$ cat src/common/mvswp_pkg.sv
// Shared constants for the move/swap execution block and its register file.
// Assumes a 32-bit data path and one core clock.
package mvswp_pkg;
   // Data path and field widths
   localparam int DATA_W = 32;
   localparam int UREG_AW = 5;
   localparam int DREG_AW = 4;
   localparam int NUM_UREG = 32;
   localparam int NUM_DREG = 16;
   localparam int COND_W = 5;
   localparam int COMPUTE_W = 39;
   localparam int SHARED_BIT = 4;

   // Instruction field encodings
   localparam logic [COND_W-1:0] COND_ALWAYS = 5'h1F;
   localparam logic [COMPUTE_W-1:0] COMPUTE_NONE = 39'h00_0000_0000;

   // Instruction forms presented by the sequencer
   typedef enum logic [1:0] {
      FORM_LONG_MOVE = 2'b00,
      FORM_LONG_SWAP = 2'b01,
      FORM_SHORT_MOVE = 2'b10,
      FORM_SHORT_SWAP = 2'b11
   } form_e;

   // Register port offsets
   localparam logic [7:0] OFF_CTRL = 8'h00;
   localparam logic [7:0] OFF_STATUS = 8'h04;
   localparam logic [7:0] OFF_COUNT = 8'h08;
   localparam logic [7:0] OFF_LOAD_DATA = 8'h0C;
   localparam logic [7:0] OFF_LOAD_CMD = 8'h10;

   // Field positions
   localparam int CTRL_SIMD_BIT = 0;
   localparam int STAT_BUSY_BIT = 0;
   localparam int STAT_X_EXEC_BIT = 1;
   localparam int STAT_Y_EXEC_BIT = 2;
   localparam int STAT_DROP_BIT = 3;
   localparam int STAT_LOAD_BIT = 4;
   localparam int LOAD_BANK_BIT = 8;
   localparam int LOAD_GO_BIT = 9;

   // Reset values
   localparam logic CTRL_SIMD_RST = 1'b0;
   localparam logic [DATA_W-1:0] COUNT_RST = 32'h0000_0000;
   localparam logic [DATA_W-1:0] LOAD_DATA_RST = 32'h0000_0000;
endpackage : mvswp_pkg

$ cat src/common/regfile_if.sv
// Port bundle between the execution control and the two-bank register file.
// Assumes both ends run on the same core clock.
`timescale 1ns/10ps
interface regfile_if;
   logic [mvswp_pkg::UREG_AW-1:0] rd_x_addr;
   logic [mvswp_pkg::DREG_AW-1:0] rd_y_addr;
   logic [mvswp_pkg::DATA_W-1:0] rd_x_data;
   logic [mvswp_pkg::DATA_W-1:0] rd_y_data;
   logic wr_x_en;
   logic [mvswp_pkg::UREG_AW-1:0] wr_x_addr;
   logic [mvswp_pkg::DATA_W-1:0] wr_x_data;
   logic wr_y_en;
   logic [mvswp_pkg::DREG_AW-1:0] wr_y_addr;
   logic [mvswp_pkg::DATA_W-1:0] wr_y_data;

   modport ctl (
      output rd_x_addr, rd_y_addr, wr_x_en, wr_x_addr, wr_x_data,
      output wr_y_en, wr_y_addr, wr_y_data,
      input rd_x_data, rd_y_data
   );
   modport mem (
      input rd_x_addr, rd_y_addr, wr_x_en, wr_x_addr, wr_x_data,
      input wr_y_en, wr_y_addr, wr_y_data,
      output rd_x_data, rd_y_data
   );
endinterface : regfile_if

$ cat src/core/uni_reg_mem.sv
// Two-bank register storage: the primary bank holds all universal registers,
// the secondary bank holds the complementary data registers only.
// Assumes the controller never reads and writes one entry in the same cycle.
`timescale 1ns/10ps
module uni_reg_mem (
   input wire logic i_clk_sys,
   regfile_if.mem rf
);
   logic [mvswp_pkg::DATA_W-1:0] x_bank [mvswp_pkg::NUM_UREG];
   logic [mvswp_pkg::DATA_W-1:0] y_bank [mvswp_pkg::NUM_DREG];
   logic [mvswp_pkg::DATA_W-1:0] rd_x_d;
   logic [mvswp_pkg::DATA_W-1:0] rd_y_d;
   logic [mvswp_pkg::DATA_W-1:0] rd_x_q;
   logic [mvswp_pkg::DATA_W-1:0] rd_y_q;

   // Read data are registered so the sources are sampled before any write lands
   always_comb begin
      rd_x_d = x_bank[rf.rd_x_addr];
      rd_y_d = y_bank[rf.rd_y_addr];
   end

   // Storage has no reset; software loads it before use
   always_ff @(posedge i_clk_sys) begin
      rd_x_q <= rd_x_d;
      rd_y_q <= rd_y_d;
      if (rf.wr_x_en) begin
         x_bank[rf.wr_x_addr] <= rf.wr_x_data;
      end
      if (rf.wr_y_en) begin
         y_bank[rf.wr_y_addr] <= rf.wr_y_data;
      end
   end

   assign rf.rd_x_data = rd_x_q;
   assign rf.rd_y_data = rd_y_q;
endmodule : uni_reg_mem

$ cat src/core/move_swap_exec.sv
// Decode and execution control for register move and swap instructions
// on a two-element core, with the register storage instantiated inside.
// Assumes the sequencer supplies each element's condition result on the
// core clock and holds an instruction until it is taken.
//
// Behaviour
// - Condition code 11111 is unconditional; any other code is conditional.
// - Long forms with an all-zero compute field carry no compute operation.
// - Single-element move copies source universal register into destination.
// - An encoded compute runs in the same instruction as the transfer.
// - A false condition suppresses both compute and register transfer.
// - Dual-element move runs in both elements, secondary on complementary registers.
// - Dual-element compute runs in both elements alongside the transfer.
// - In dual-element mode each element obeys only its own condition result, except for a shared destination.
// - Dual-element shared-destination transfer needs the condition true in both.
// - Swap exchanges a primary data register with a secondary data register.
// - Swap is identical in both modes; no extra secondary swap.
// - Short move and swap forms carry only a condition, never a compute.
`timescale 1ns/10ps
module move_swap_exec (
   input wire logic i_clk_sys,
   input wire logic i_resetn,
   input wire logic i_instr_valid,
   input wire logic [1:0] i_instr_form,
   input wire logic [mvswp_pkg::COND_W-1:0] i_cond,
   input wire logic [mvswp_pkg::COMPUTE_W-1:0] i_compute,
   input wire logic [mvswp_pkg::UREG_AW-1:0] i_dst,
   input wire logic [mvswp_pkg::UREG_AW-1:0] i_src,
   input wire logic i_cond_x,
   input wire logic i_cond_y,
   output logic o_instr_ready,
   output logic o_compute_x,
   output logic o_compute_y,
   output logic [mvswp_pkg::COMPUTE_W-1:0] o_compute_op,
   output logic o_wr_x_en,
   output logic [mvswp_pkg::UREG_AW-1:0] o_wr_x_addr,
   output logic [mvswp_pkg::DATA_W-1:0] o_wr_x_data,
   output logic o_wr_y_en,
   output logic [mvswp_pkg::DREG_AW-1:0] o_wr_y_addr,
   output logic [mvswp_pkg::DATA_W-1:0] o_wr_y_data,
   output logic o_simd,
   input wire logic [7:0] i_reg_addr,
   input wire logic [mvswp_pkg::DATA_W-1:0] i_reg_wdata,
   input wire logic i_reg_wr,
   input wire logic i_reg_rd,
   output logic [mvswp_pkg::DATA_W-1:0] o_reg_rdata
);
   typedef enum logic {
      ST_IDLE = 1'b0,
      ST_EXEC = 1'b1
   } exec_state_e;

   // Registers above the data-register range exist once and are shared
   function automatic logic is_shared(input logic [mvswp_pkg::UREG_AW-1:0] idx);
      is_shared = idx[mvswp_pkg::SHARED_BIT];
   endfunction : is_shared

   regfile_if rf ();

   uni_reg_mem u_mem (
      .i_clk_sys(i_clk_sys),
      .rf(rf)
   );

   // Instruction latch
   exec_state_e state_q, state_d;
   logic swap_q, swap_d;
   logic simd_q, simd_d;
   logic cx_q, cx_d;
   logic cy_q, cy_d;
   logic has_comp_q, has_comp_d;
   logic [mvswp_pkg::COMPUTE_W-1:0] comp_q, comp_d;
   logic [mvswp_pkg::UREG_AW-1:0] dst_q, dst_d;
   logic [mvswp_pkg::UREG_AW-1:0] src_q, src_d;
   logic accept;
   logic uncond;
   logic long_form;
   logic is_swap_in;

   // Software-visible state
   logic ctrl_simd_q, ctrl_simd_d;
   logic last_x_q, last_x_d;
   logic last_y_q, last_y_d;
   logic drop_q, drop_d;
   logic load_pend_q, load_pend_d;
   logic load_bank_q, load_bank_d;
   logic [mvswp_pkg::UREG_AW-1:0] load_addr_q, load_addr_d;
   logic [mvswp_pkg::DATA_W-1:0] load_data_q, load_data_d;
   logic [mvswp_pkg::DATA_W-1:0] count_q, count_d;
   logic [mvswp_pkg::DATA_W-1:0] rdata_q, rdata_d;
   logic load_set;

   // Write steering toward the storage
   logic exec;
   logic wx_en;
   logic [mvswp_pkg::UREG_AW-1:0] wx_addr;
   logic [mvswp_pkg::DATA_W-1:0] wx_data;
   logic wy_en;
   logic [mvswp_pkg::DREG_AW-1:0] wy_addr;
   logic [mvswp_pkg::DATA_W-1:0] wy_data;
   logic [mvswp_pkg::DATA_W-1:0] y_src;
   logic shared_drop;

   // Output registers
   logic cmp_x_d, cmp_y_d;
   logic [mvswp_pkg::COMPUTE_W-1:0] op_d;
   logic owx_en_d, owy_en_d;
   logic [mvswp_pkg::UREG_AW-1:0] owx_addr_d;
   logic [mvswp_pkg::DREG_AW-1:0] owy_addr_d;
   logic [mvswp_pkg::DATA_W-1:0] owx_data_d, owy_data_d;

   // Pending software loads hold off new instructions so the ports stay free
   assign o_instr_ready = (state_q == ST_IDLE) & ~load_pend_q;
   assign accept = i_instr_valid & o_instr_ready;
   assign exec = (state_q == ST_EXEC);
   assign o_simd = ctrl_simd_q;

   // Field decode of the incoming instruction
   always_comb begin
      uncond = (i_cond == mvswp_pkg::COND_ALWAYS);
      long_form = (i_instr_form == mvswp_pkg::FORM_LONG_MOVE) |
                  (i_instr_form == mvswp_pkg::FORM_LONG_SWAP);
      is_swap_in = (i_instr_form == mvswp_pkg::FORM_LONG_SWAP) |
                   (i_instr_form == mvswp_pkg::FORM_SHORT_SWAP);
   end

   // Sources are addressed at acceptance so read data arrive in the execute cycle
   always_comb begin
      rf.rd_x_addr = is_swap_in ? {1'b0, i_dst[mvswp_pkg::DREG_AW-1:0]} : i_src;
      rf.rd_y_addr = i_src[mvswp_pkg::DREG_AW-1:0];
   end

   // Sequencing: one accept cycle, one execute cycle
   always_comb begin
      state_d = state_q;
      swap_d = swap_q;
      simd_d = simd_q;
      cx_d = cx_q;
      cy_d = cy_q;
      has_comp_d = has_comp_q;
      comp_d = comp_q;
      dst_d = dst_q;
      src_d = src_q;
      unique case (state_q)
         ST_IDLE: begin
            if (accept) begin
               state_d = ST_EXEC;
               swap_d = is_swap_in;
               simd_d = ctrl_simd_q;
               cx_d = uncond | i_cond_x;
               cy_d = uncond | i_cond_y;
               has_comp_d = long_form & (i_compute != mvswp_pkg::COMPUTE_NONE);
               comp_d = i_compute;
               dst_d = i_dst;
               src_d = i_src;
            end
         end
         ST_EXEC: begin
            state_d = ST_IDLE;
         end
      endcase
   end

   always_ff @(posedge i_clk_sys or negedge i_resetn) begin
      if (!i_resetn) begin
         state_q <= ST_IDLE;
         swap_q <= 1'b0;
         simd_q <= 1'b0;
         cx_q <= 1'b0;
         cy_q <= 1'b0;
         has_comp_q <= 1'b0;
         comp_q <= mvswp_pkg::COMPUTE_NONE;
         dst_q <= '0;
         src_q <= '0;
      end else begin
         state_q <= state_d;
         swap_q <= swap_d;
         simd_q <= simd_d;
         cx_q <= cx_d;
         cy_q <= cy_d;
         has_comp_q <= has_comp_d;
         comp_q <= comp_d;
         dst_q <= dst_d;
         src_q <= src_d;
      end
   end

   // A shared source has no secondary copy, so the secondary reads the primary bank
   assign y_src = is_shared(src_q) ? rf.rd_x_data : rf.rd_y_data;

   // Register transfer steering; loads use the same ports only while idle
   always_comb begin
      wx_en = 1'b0;
      wx_addr = dst_q;
      wx_data = rf.rd_x_data;
      wy_en = 1'b0;
      wy_addr = dst_q[mvswp_pkg::DREG_AW-1:0];
      wy_data = y_src;
      shared_drop = 1'b0;
      if (exec) begin
         if (swap_q) begin
            // Both values were read last cycle, so neither write can corrupt the other
            wx_en = cx_q;
            wx_addr = {1'b0, dst_q[mvswp_pkg::DREG_AW-1:0]};
            wx_data = rf.rd_y_data;
            wy_en = cx_q;
            wy_addr = src_q[mvswp_pkg::DREG_AW-1:0];
            wy_data = rf.rd_x_data;
         end else if (!simd_q) begin
            wx_en = cx_q;
         end else if (is_shared(dst_q)) begin
            wx_en = cx_q & cy_q;
            shared_drop = cx_q ^ cy_q;
         end else begin
            wx_en = cx_q;
            wy_en = cy_q;
         end
      end else if (load_pend_q) begin
         wx_en = ~load_bank_q;
         wx_addr = load_addr_q;
         wx_data = load_data_q;
         wy_en = load_bank_q;
         wy_addr = load_addr_q[mvswp_pkg::DREG_AW-1:0];
         wy_data = load_data_q;
      end
   end

   always_comb begin
      rf.wr_x_en = wx_en;
      rf.wr_x_addr = wx_addr;
      rf.wr_x_data = wx_data;
      rf.wr_y_en = wy_en;
      rf.wr_y_addr = wy_addr;
      rf.wr_y_data = wy_data;
   end

   // Compute issue and transfer report leave together, one cycle after execute
   always_comb begin
      cmp_x_d = exec & has_comp_q & cx_q;
      cmp_y_d = exec & has_comp_q & simd_q & cy_q;
      op_d = exec ? comp_q : o_compute_op;
      owx_en_d = exec & wx_en;
      owx_addr_d = wx_addr;
      owx_data_d = wx_data;
      owy_en_d = exec & wy_en;
      owy_addr_d = wy_addr;
      owy_data_d = wy_data;
   end

   always_ff @(posedge i_clk_sys or negedge i_resetn) begin
      if (!i_resetn) begin
         o_compute_x <= 1'b0;
         o_compute_y <= 1'b0;
         o_compute_op <= mvswp_pkg::COMPUTE_NONE;
         o_wr_x_en <= 1'b0;
         o_wr_x_addr <= '0;
         o_wr_x_data <= '0;
         o_wr_y_en <= 1'b0;
         o_wr_y_addr <= '0;
         o_wr_y_data <= '0;
      end else begin
         o_compute_x <= cmp_x_d;
         o_compute_y <= cmp_y_d;
         o_compute_op <= op_d;
         o_wr_x_en <= owx_en_d;
         o_wr_x_addr <= owx_addr_d;
         o_wr_x_data <= owx_data_d;
         o_wr_y_en <= owy_en_d;
         o_wr_y_addr <= owy_addr_d;
         o_wr_y_data <= owy_data_d;
      end
   end

   // Register port: writes steer mode and loads, reads show execution state
   assign load_set = i_reg_wr & (i_reg_addr == mvswp_pkg::OFF_LOAD_CMD) &
                     i_reg_wdata[mvswp_pkg::LOAD_GO_BIT];

   always_comb begin
      ctrl_simd_d = ctrl_simd_q;
      load_data_d = load_data_q;
      load_addr_d = load_addr_q;
      load_bank_d = load_bank_q;
      load_pend_d = load_pend_q;
      last_x_d = last_x_q;
      last_y_d = last_y_q;
      drop_d = drop_q;
      count_d = count_q;
      rdata_d = '0;
      if (i_reg_wr && i_reg_addr == mvswp_pkg::OFF_CTRL) begin
         ctrl_simd_d = i_reg_wdata[mvswp_pkg::CTRL_SIMD_BIT];
      end
      if (i_reg_wr && i_reg_addr == mvswp_pkg::OFF_LOAD_DATA) begin
         load_data_d = i_reg_wdata;
      end
      // A load finishes in any idle cycle; a new request in that cycle still wins
      if (!exec && load_pend_q) begin
         load_pend_d = 1'b0;
      end
      if (load_set) begin
         load_pend_d = 1'b1;
         load_addr_d = i_reg_wdata[mvswp_pkg::UREG_AW-1:0];
         load_bank_d = i_reg_wdata[mvswp_pkg::LOAD_BANK_BIT];
      end
      if (exec) begin
         last_x_d = cx_q;
         last_y_d = simd_q & cy_q & ~swap_q;
         drop_d = shared_drop;
         count_d = count_q + 32'h0000_0001;
      end
      if (i_reg_rd) begin
         unique case (i_reg_addr)
            mvswp_pkg::OFF_CTRL: rdata_d[mvswp_pkg::CTRL_SIMD_BIT] = ctrl_simd_q;
            mvswp_pkg::OFF_STATUS: begin
               rdata_d[mvswp_pkg::STAT_BUSY_BIT] = exec;
               rdata_d[mvswp_pkg::STAT_X_EXEC_BIT] = last_x_q;
               rdata_d[mvswp_pkg::STAT_Y_EXEC_BIT] = last_y_q;
               rdata_d[mvswp_pkg::STAT_DROP_BIT] = drop_q;
               rdata_d[mvswp_pkg::STAT_LOAD_BIT] = load_pend_q;
            end
            mvswp_pkg::OFF_COUNT: rdata_d = count_q;
            mvswp_pkg::OFF_LOAD_DATA: rdata_d = load_data_q;
            default: rdata_d = '0; // Unmapped offsets read zero
         endcase
      end
   end

   always_ff @(posedge i_clk_sys or negedge i_resetn) begin
      if (!i_resetn) begin
         ctrl_simd_q <= mvswp_pkg::CTRL_SIMD_RST;
         load_data_q <= mvswp_pkg::LOAD_DATA_RST;
         load_addr_q <= '0;
         load_bank_q <= 1'b0;
         load_pend_q <= 1'b0;
         last_x_q <= 1'b0;
         last_y_q <= 1'b0;
         drop_q <= 1'b0;
         count_q <= mvswp_pkg::COUNT_RST;
         rdata_q <= '0;
      end else begin
         ctrl_simd_q <= ctrl_simd_d;
         load_data_q <= load_data_d;
         load_addr_q <= load_addr_d;
         load_bank_q <= load_bank_d;
         load_pend_q <= load_pend_d;
         last_x_q <= last_x_d;
         last_y_q <= last_y_d;
         drop_q <= drop_d;
         count_q <= count_d;
         rdata_q <= rdata_d;
      end
   end

   assign o_reg_rdata = rdata_q;
endmodule : move_swap_exec

$ cat config.mk
export PLATFORM = sky130hd
export DESIGN_NAME = move_swap_exec
export DESIGN_NICKNAME = d
export VERILOG_FILES = /design/src/common/mvswp_pkg.sv /design/src/common/regfile_if.sv /design/src/core/uni_reg_mem.sv /design/src/core/move_swap_exec.sv
export SDC_FILE = /design/constraint.sdc
export NUM_CORES = 2
export LEC_CHECK = 0
export BUFFER_PORTS_ARGS = -buffer_cell sky130_fd_sc_hd__buf_2
export CORE_MARGIN = 2
export CORE_UTILIZATION = 62
export CTS_CLUSTER_DIAMETER = 40
export CTS_CLUSTER_SIZE = 20
export DETAILED_ROUTE_END_ITERATION = 8
export PLACE_DENSITY = 0.8
export SLEW_MARGIN = 20
export SYNTH_ARGS = -nofsm -noshare
export SYNTH_HDL_FRONTEND = slang
export SYNTH_SLANG_ARGS = --single-unit
$ cat constraint.sdc
create_clock -name i_clk_sys -period 8.07 [get_ports i_clk_sys]
set_clock_uncertainty 0.1 [all_clocks]
set_input_delay 1.2105 -clock i_clk_sys [delete_from_list [all_inputs] [get_ports i_clk_sys]]
set_output_delay 1.2105 -clock i_clk_sys [all_outputs]
set_load 0.01 [all_outputs]
==> run summary <==
EDFF count, synth -> 1536
Hold Violations, Final -> 0
Crit Path Class -> reg -> reg
Synthesized flop and latch total -> 1878
Critical Path AT -> 4960 ps
Gr usage total -> 33.2%
Largest cells by area after synthesis -> edfxtp_1 65%, dfrtp_1 9.8%, nand2_1 5.3%
R2R setup slack -> 3410 ps
End of the worst register-to-register path -> u_mem.x_bank[25][10]
Clock Pin Slew Worst Setup and Hold Paths -> 70 ps
Clk pwr share -> 38.4%
Ports -> 253
First-pass GRT wire length -> 280000 microns
Fmax -> 215 MHz
Routing usage on met2 -> 51.7%
Startpoint Class -> flip-flop
# Post-CTS Setup Buffers -> 0
Layout Nets -> 4812
Syn Inst Count -> 4464
Most common cell in the synthesized netlist -> edfxtp_1
CTS tree -> yes
NetSw -> 0.00549 W
Max Root-Sink Buffers -> 3
Hold buffers post-CTS -> 0
Final Critical Period -> 4660 ps
Vias per inst -> 6.74
Total grt overflow -> 0
Share of total power in sequential cells -> 52.9%
CP required -> 8370 ps
Area grow syn2layout -> 12.7%
Clock latency on the worst-skew pair -> 800 ps
Max-cap viol count -> 0
Root buffer cell -> clkbuf_16
Drt drc -> 0
Via count -> 42940
Post-Route WL -> 196000 microns
Least-Margin Pin Slew -> 1160 ps
Post-Syn Area -> 0.0713 sq mm
Dpl hpwl -> 99900 microns
Peak VDD IR -> 0.338 mV
Syn Area/Cell -> 16.0 sq um
Crit-path max FO -> 66
Mapped Nets -> 4569
Largest net degree at the start of global routing -> 166
Initial antenna violation count -> 8
Core Footprint -> 0.114 sq mm
R2R depth -> 7
Final Instance Count excl. Fillers -> 6369
Cts bufs inserted -> 166
Die width -> 343 microns
GR peak layer -> met2
Max-slew headroom -> 22.9%
Cts repair resizes -> 0
Die height -> 343 microns
Post-synthesis cell type count -> 61
GP Congestion -> 0.842
M1 GR Usage -> 44.4%
FP Rows -> 124
Unrepaired setup endpoints after global routing -> false
Critical path capture point type -> flip-flop
Dominant cell type by area after synthesis -> edfxtp_1
Status -> finished clean
Count of routing violations after the opening detailed-route iteration -> 7352
Ratio of cells with drive above 1 in the final layout -> 19.7%
HP Class -> in -> async
Sequential share of the synthesized area -> 76.3%
Final TNS setup -> 0 ps
PortBufs -> 252
Origin of the critical flop-to-flop path -> exec
Met3 usage -> 7.99%
Final setup vio count -> 0
Routed Antenna Nets -> 0
Internal power -> 0.0162 W
Power per cell area -> 270 mW/mm^2
Pins Over Slew Limit -> 0
WL per Instance -> 30.8 microns
Area share of the largest cell type after synthesis -> 64.7%
Die ar. -> 0.118 sq mm
Vias in the first global route -> 42015
Synth cell count leaders -> 1536 x edfxtp_1, 1012 x nand2_1, 278 x dfrtp_1, 270 x nand3_1, 160 x mux4_2
Fin crit share -> 57.7%
Synth warn -> 0
Leak Pwr -> 28.3 nW
Asr flop ratio synth -> 14.8%
TritonCTS sink count -> 1878
1st-pass router iterations -> 8
Most used DFF post-synth -> edfxtp_1
H-tree Lvls -> 4
Placed cells -> 6051
Combinational power share -> 8.7%
Switching share of power -> 25.3%
Initial Util -> 62.4%
==> area by class of cell <==
cell class | count | area, sq um
Fill cell | 6741 | 33900
Clock inverter | 123 | 1360
Inverter | 45 | 169
Timing Repair Buffer | 335 | 2030
Multi-Input combinational cell | 2281 | 16000
Tap cell | 1512 | 1890
Antenna cell | 4 | 10.0
Clock buffer | 191 | 4440
Sequential cell | 1878 | 54400
==> registers in the layout (all words and copies together) (netlist names), 39 cells and up <==
name / flops
u_mem.x_bank: 1024
u_mem.y_bank: 512
comp_q: 39
o_compute_op: 39
==> how the worst max path moves through the flow <==
stage / start / to / slack, ps / cells after the start
after global placement: i_src[0] / u_mem.rf.rd_y_data[8] / 3300 / 5
after floorplan: exec / u_mem.x_bank[28][0] / 4610 / 8
final: exec / u_mem.x_bank[25][10] / 3410 / 7
after CTS: exec / u_mem.x_bank[25][10] / 3470 / 7
after detailed placement: i_src[0] / u_mem.rf.rd_y_data[10] / 3270 / 5
after global routing: exec / u_mem.x_bank[19][10] / 3240 / 8
==> cells by family (layout without fill, tap and decap cells) <==
| logic type | after synthesis | after routing | synth area share, % |
|---|---|---|---|
| AOI/OAI and AO/OA | 386 | 386 | 4.15 |
| DFF | 1878 | 1878 | 76.3 |
| buffers and inverters | 305 | 694 | 1.95 |
| other | 0 | 4 | 0 |
| xor gates and xnor gates | 31 | 31 | 0.381 |
| and+or+nand+nor | 1476 | 1476 | 8.79 |
| muxes | 386 | 386 | 8.40 |
| adders and majority gates | 2 | 2 | 0.0351 |
==> layer usage <==
layer / wire, microns / share of wire [%]
met1: 66900 / 34
met2: 93600 / 48
met3: 25000 / 13
met4: 10400 / 5.3
met5: 82 / 0.042
==> power groups by stage <==
stage	Sequential, W	Clock [W]	Combinational, W
6_report	0.0115	0.00833	0.00189
5_1_grt	0.0115	0.00870	0.00201
4_1_cts	0.0115	0.00836	0.00185
3_5_place_dp	0.0117	0	0.00182
3_3_place_gp	0.0117	0	0.00176
2_1_floorplan	0.0116	0	0.00101
==> layout by cell type (no fill, tap or decap), types with 15 or more instances in the layout <==
master and instances:
dfxtp_1 64, a222oi_1 32, clkbuf_16 172, dfrtp_1 277, nor2_4 48, buf_2 249
nor4_1 39, a32oi_1 128, nand3_1 270, xnor2_1 23, nor2_1 15, clkinvlp_4 16
buf_4 75, nor2b_1 31, a22oi_1 63, mux4_2 160, a31oi_1 128, edfxtp_1 1536
mux2_2 87, inv_1 43, inv_6 46, mux2i_1 135, nand2_1 1004
==> per-stage QoR <==
stage	setup slack, ps	util, %	hold WS, ps	cell area [sq um]	power (W)
after global placement	3300	65.2	352	74400	0.0134
after detailed placement	3270	65.2	357	74500	0.0135
after CTS	3470	70.3	364	80300	0.0217
final	3410	70.3	322	80300	0.0217
after global routing	3240	70.3	379	80300	0.0222
after floorplan	4610	-	340	71300	0.0126
==> critical path: stages (launching register included) <==
cell	delay, ps
dfrtp_2	390
buf_4	370
nor2b_4	380
buf_4	650
mux2i_1	370
nand2_1	540
nor2_4	830
buf_4	570
Power figures use the tool's default switching activity.
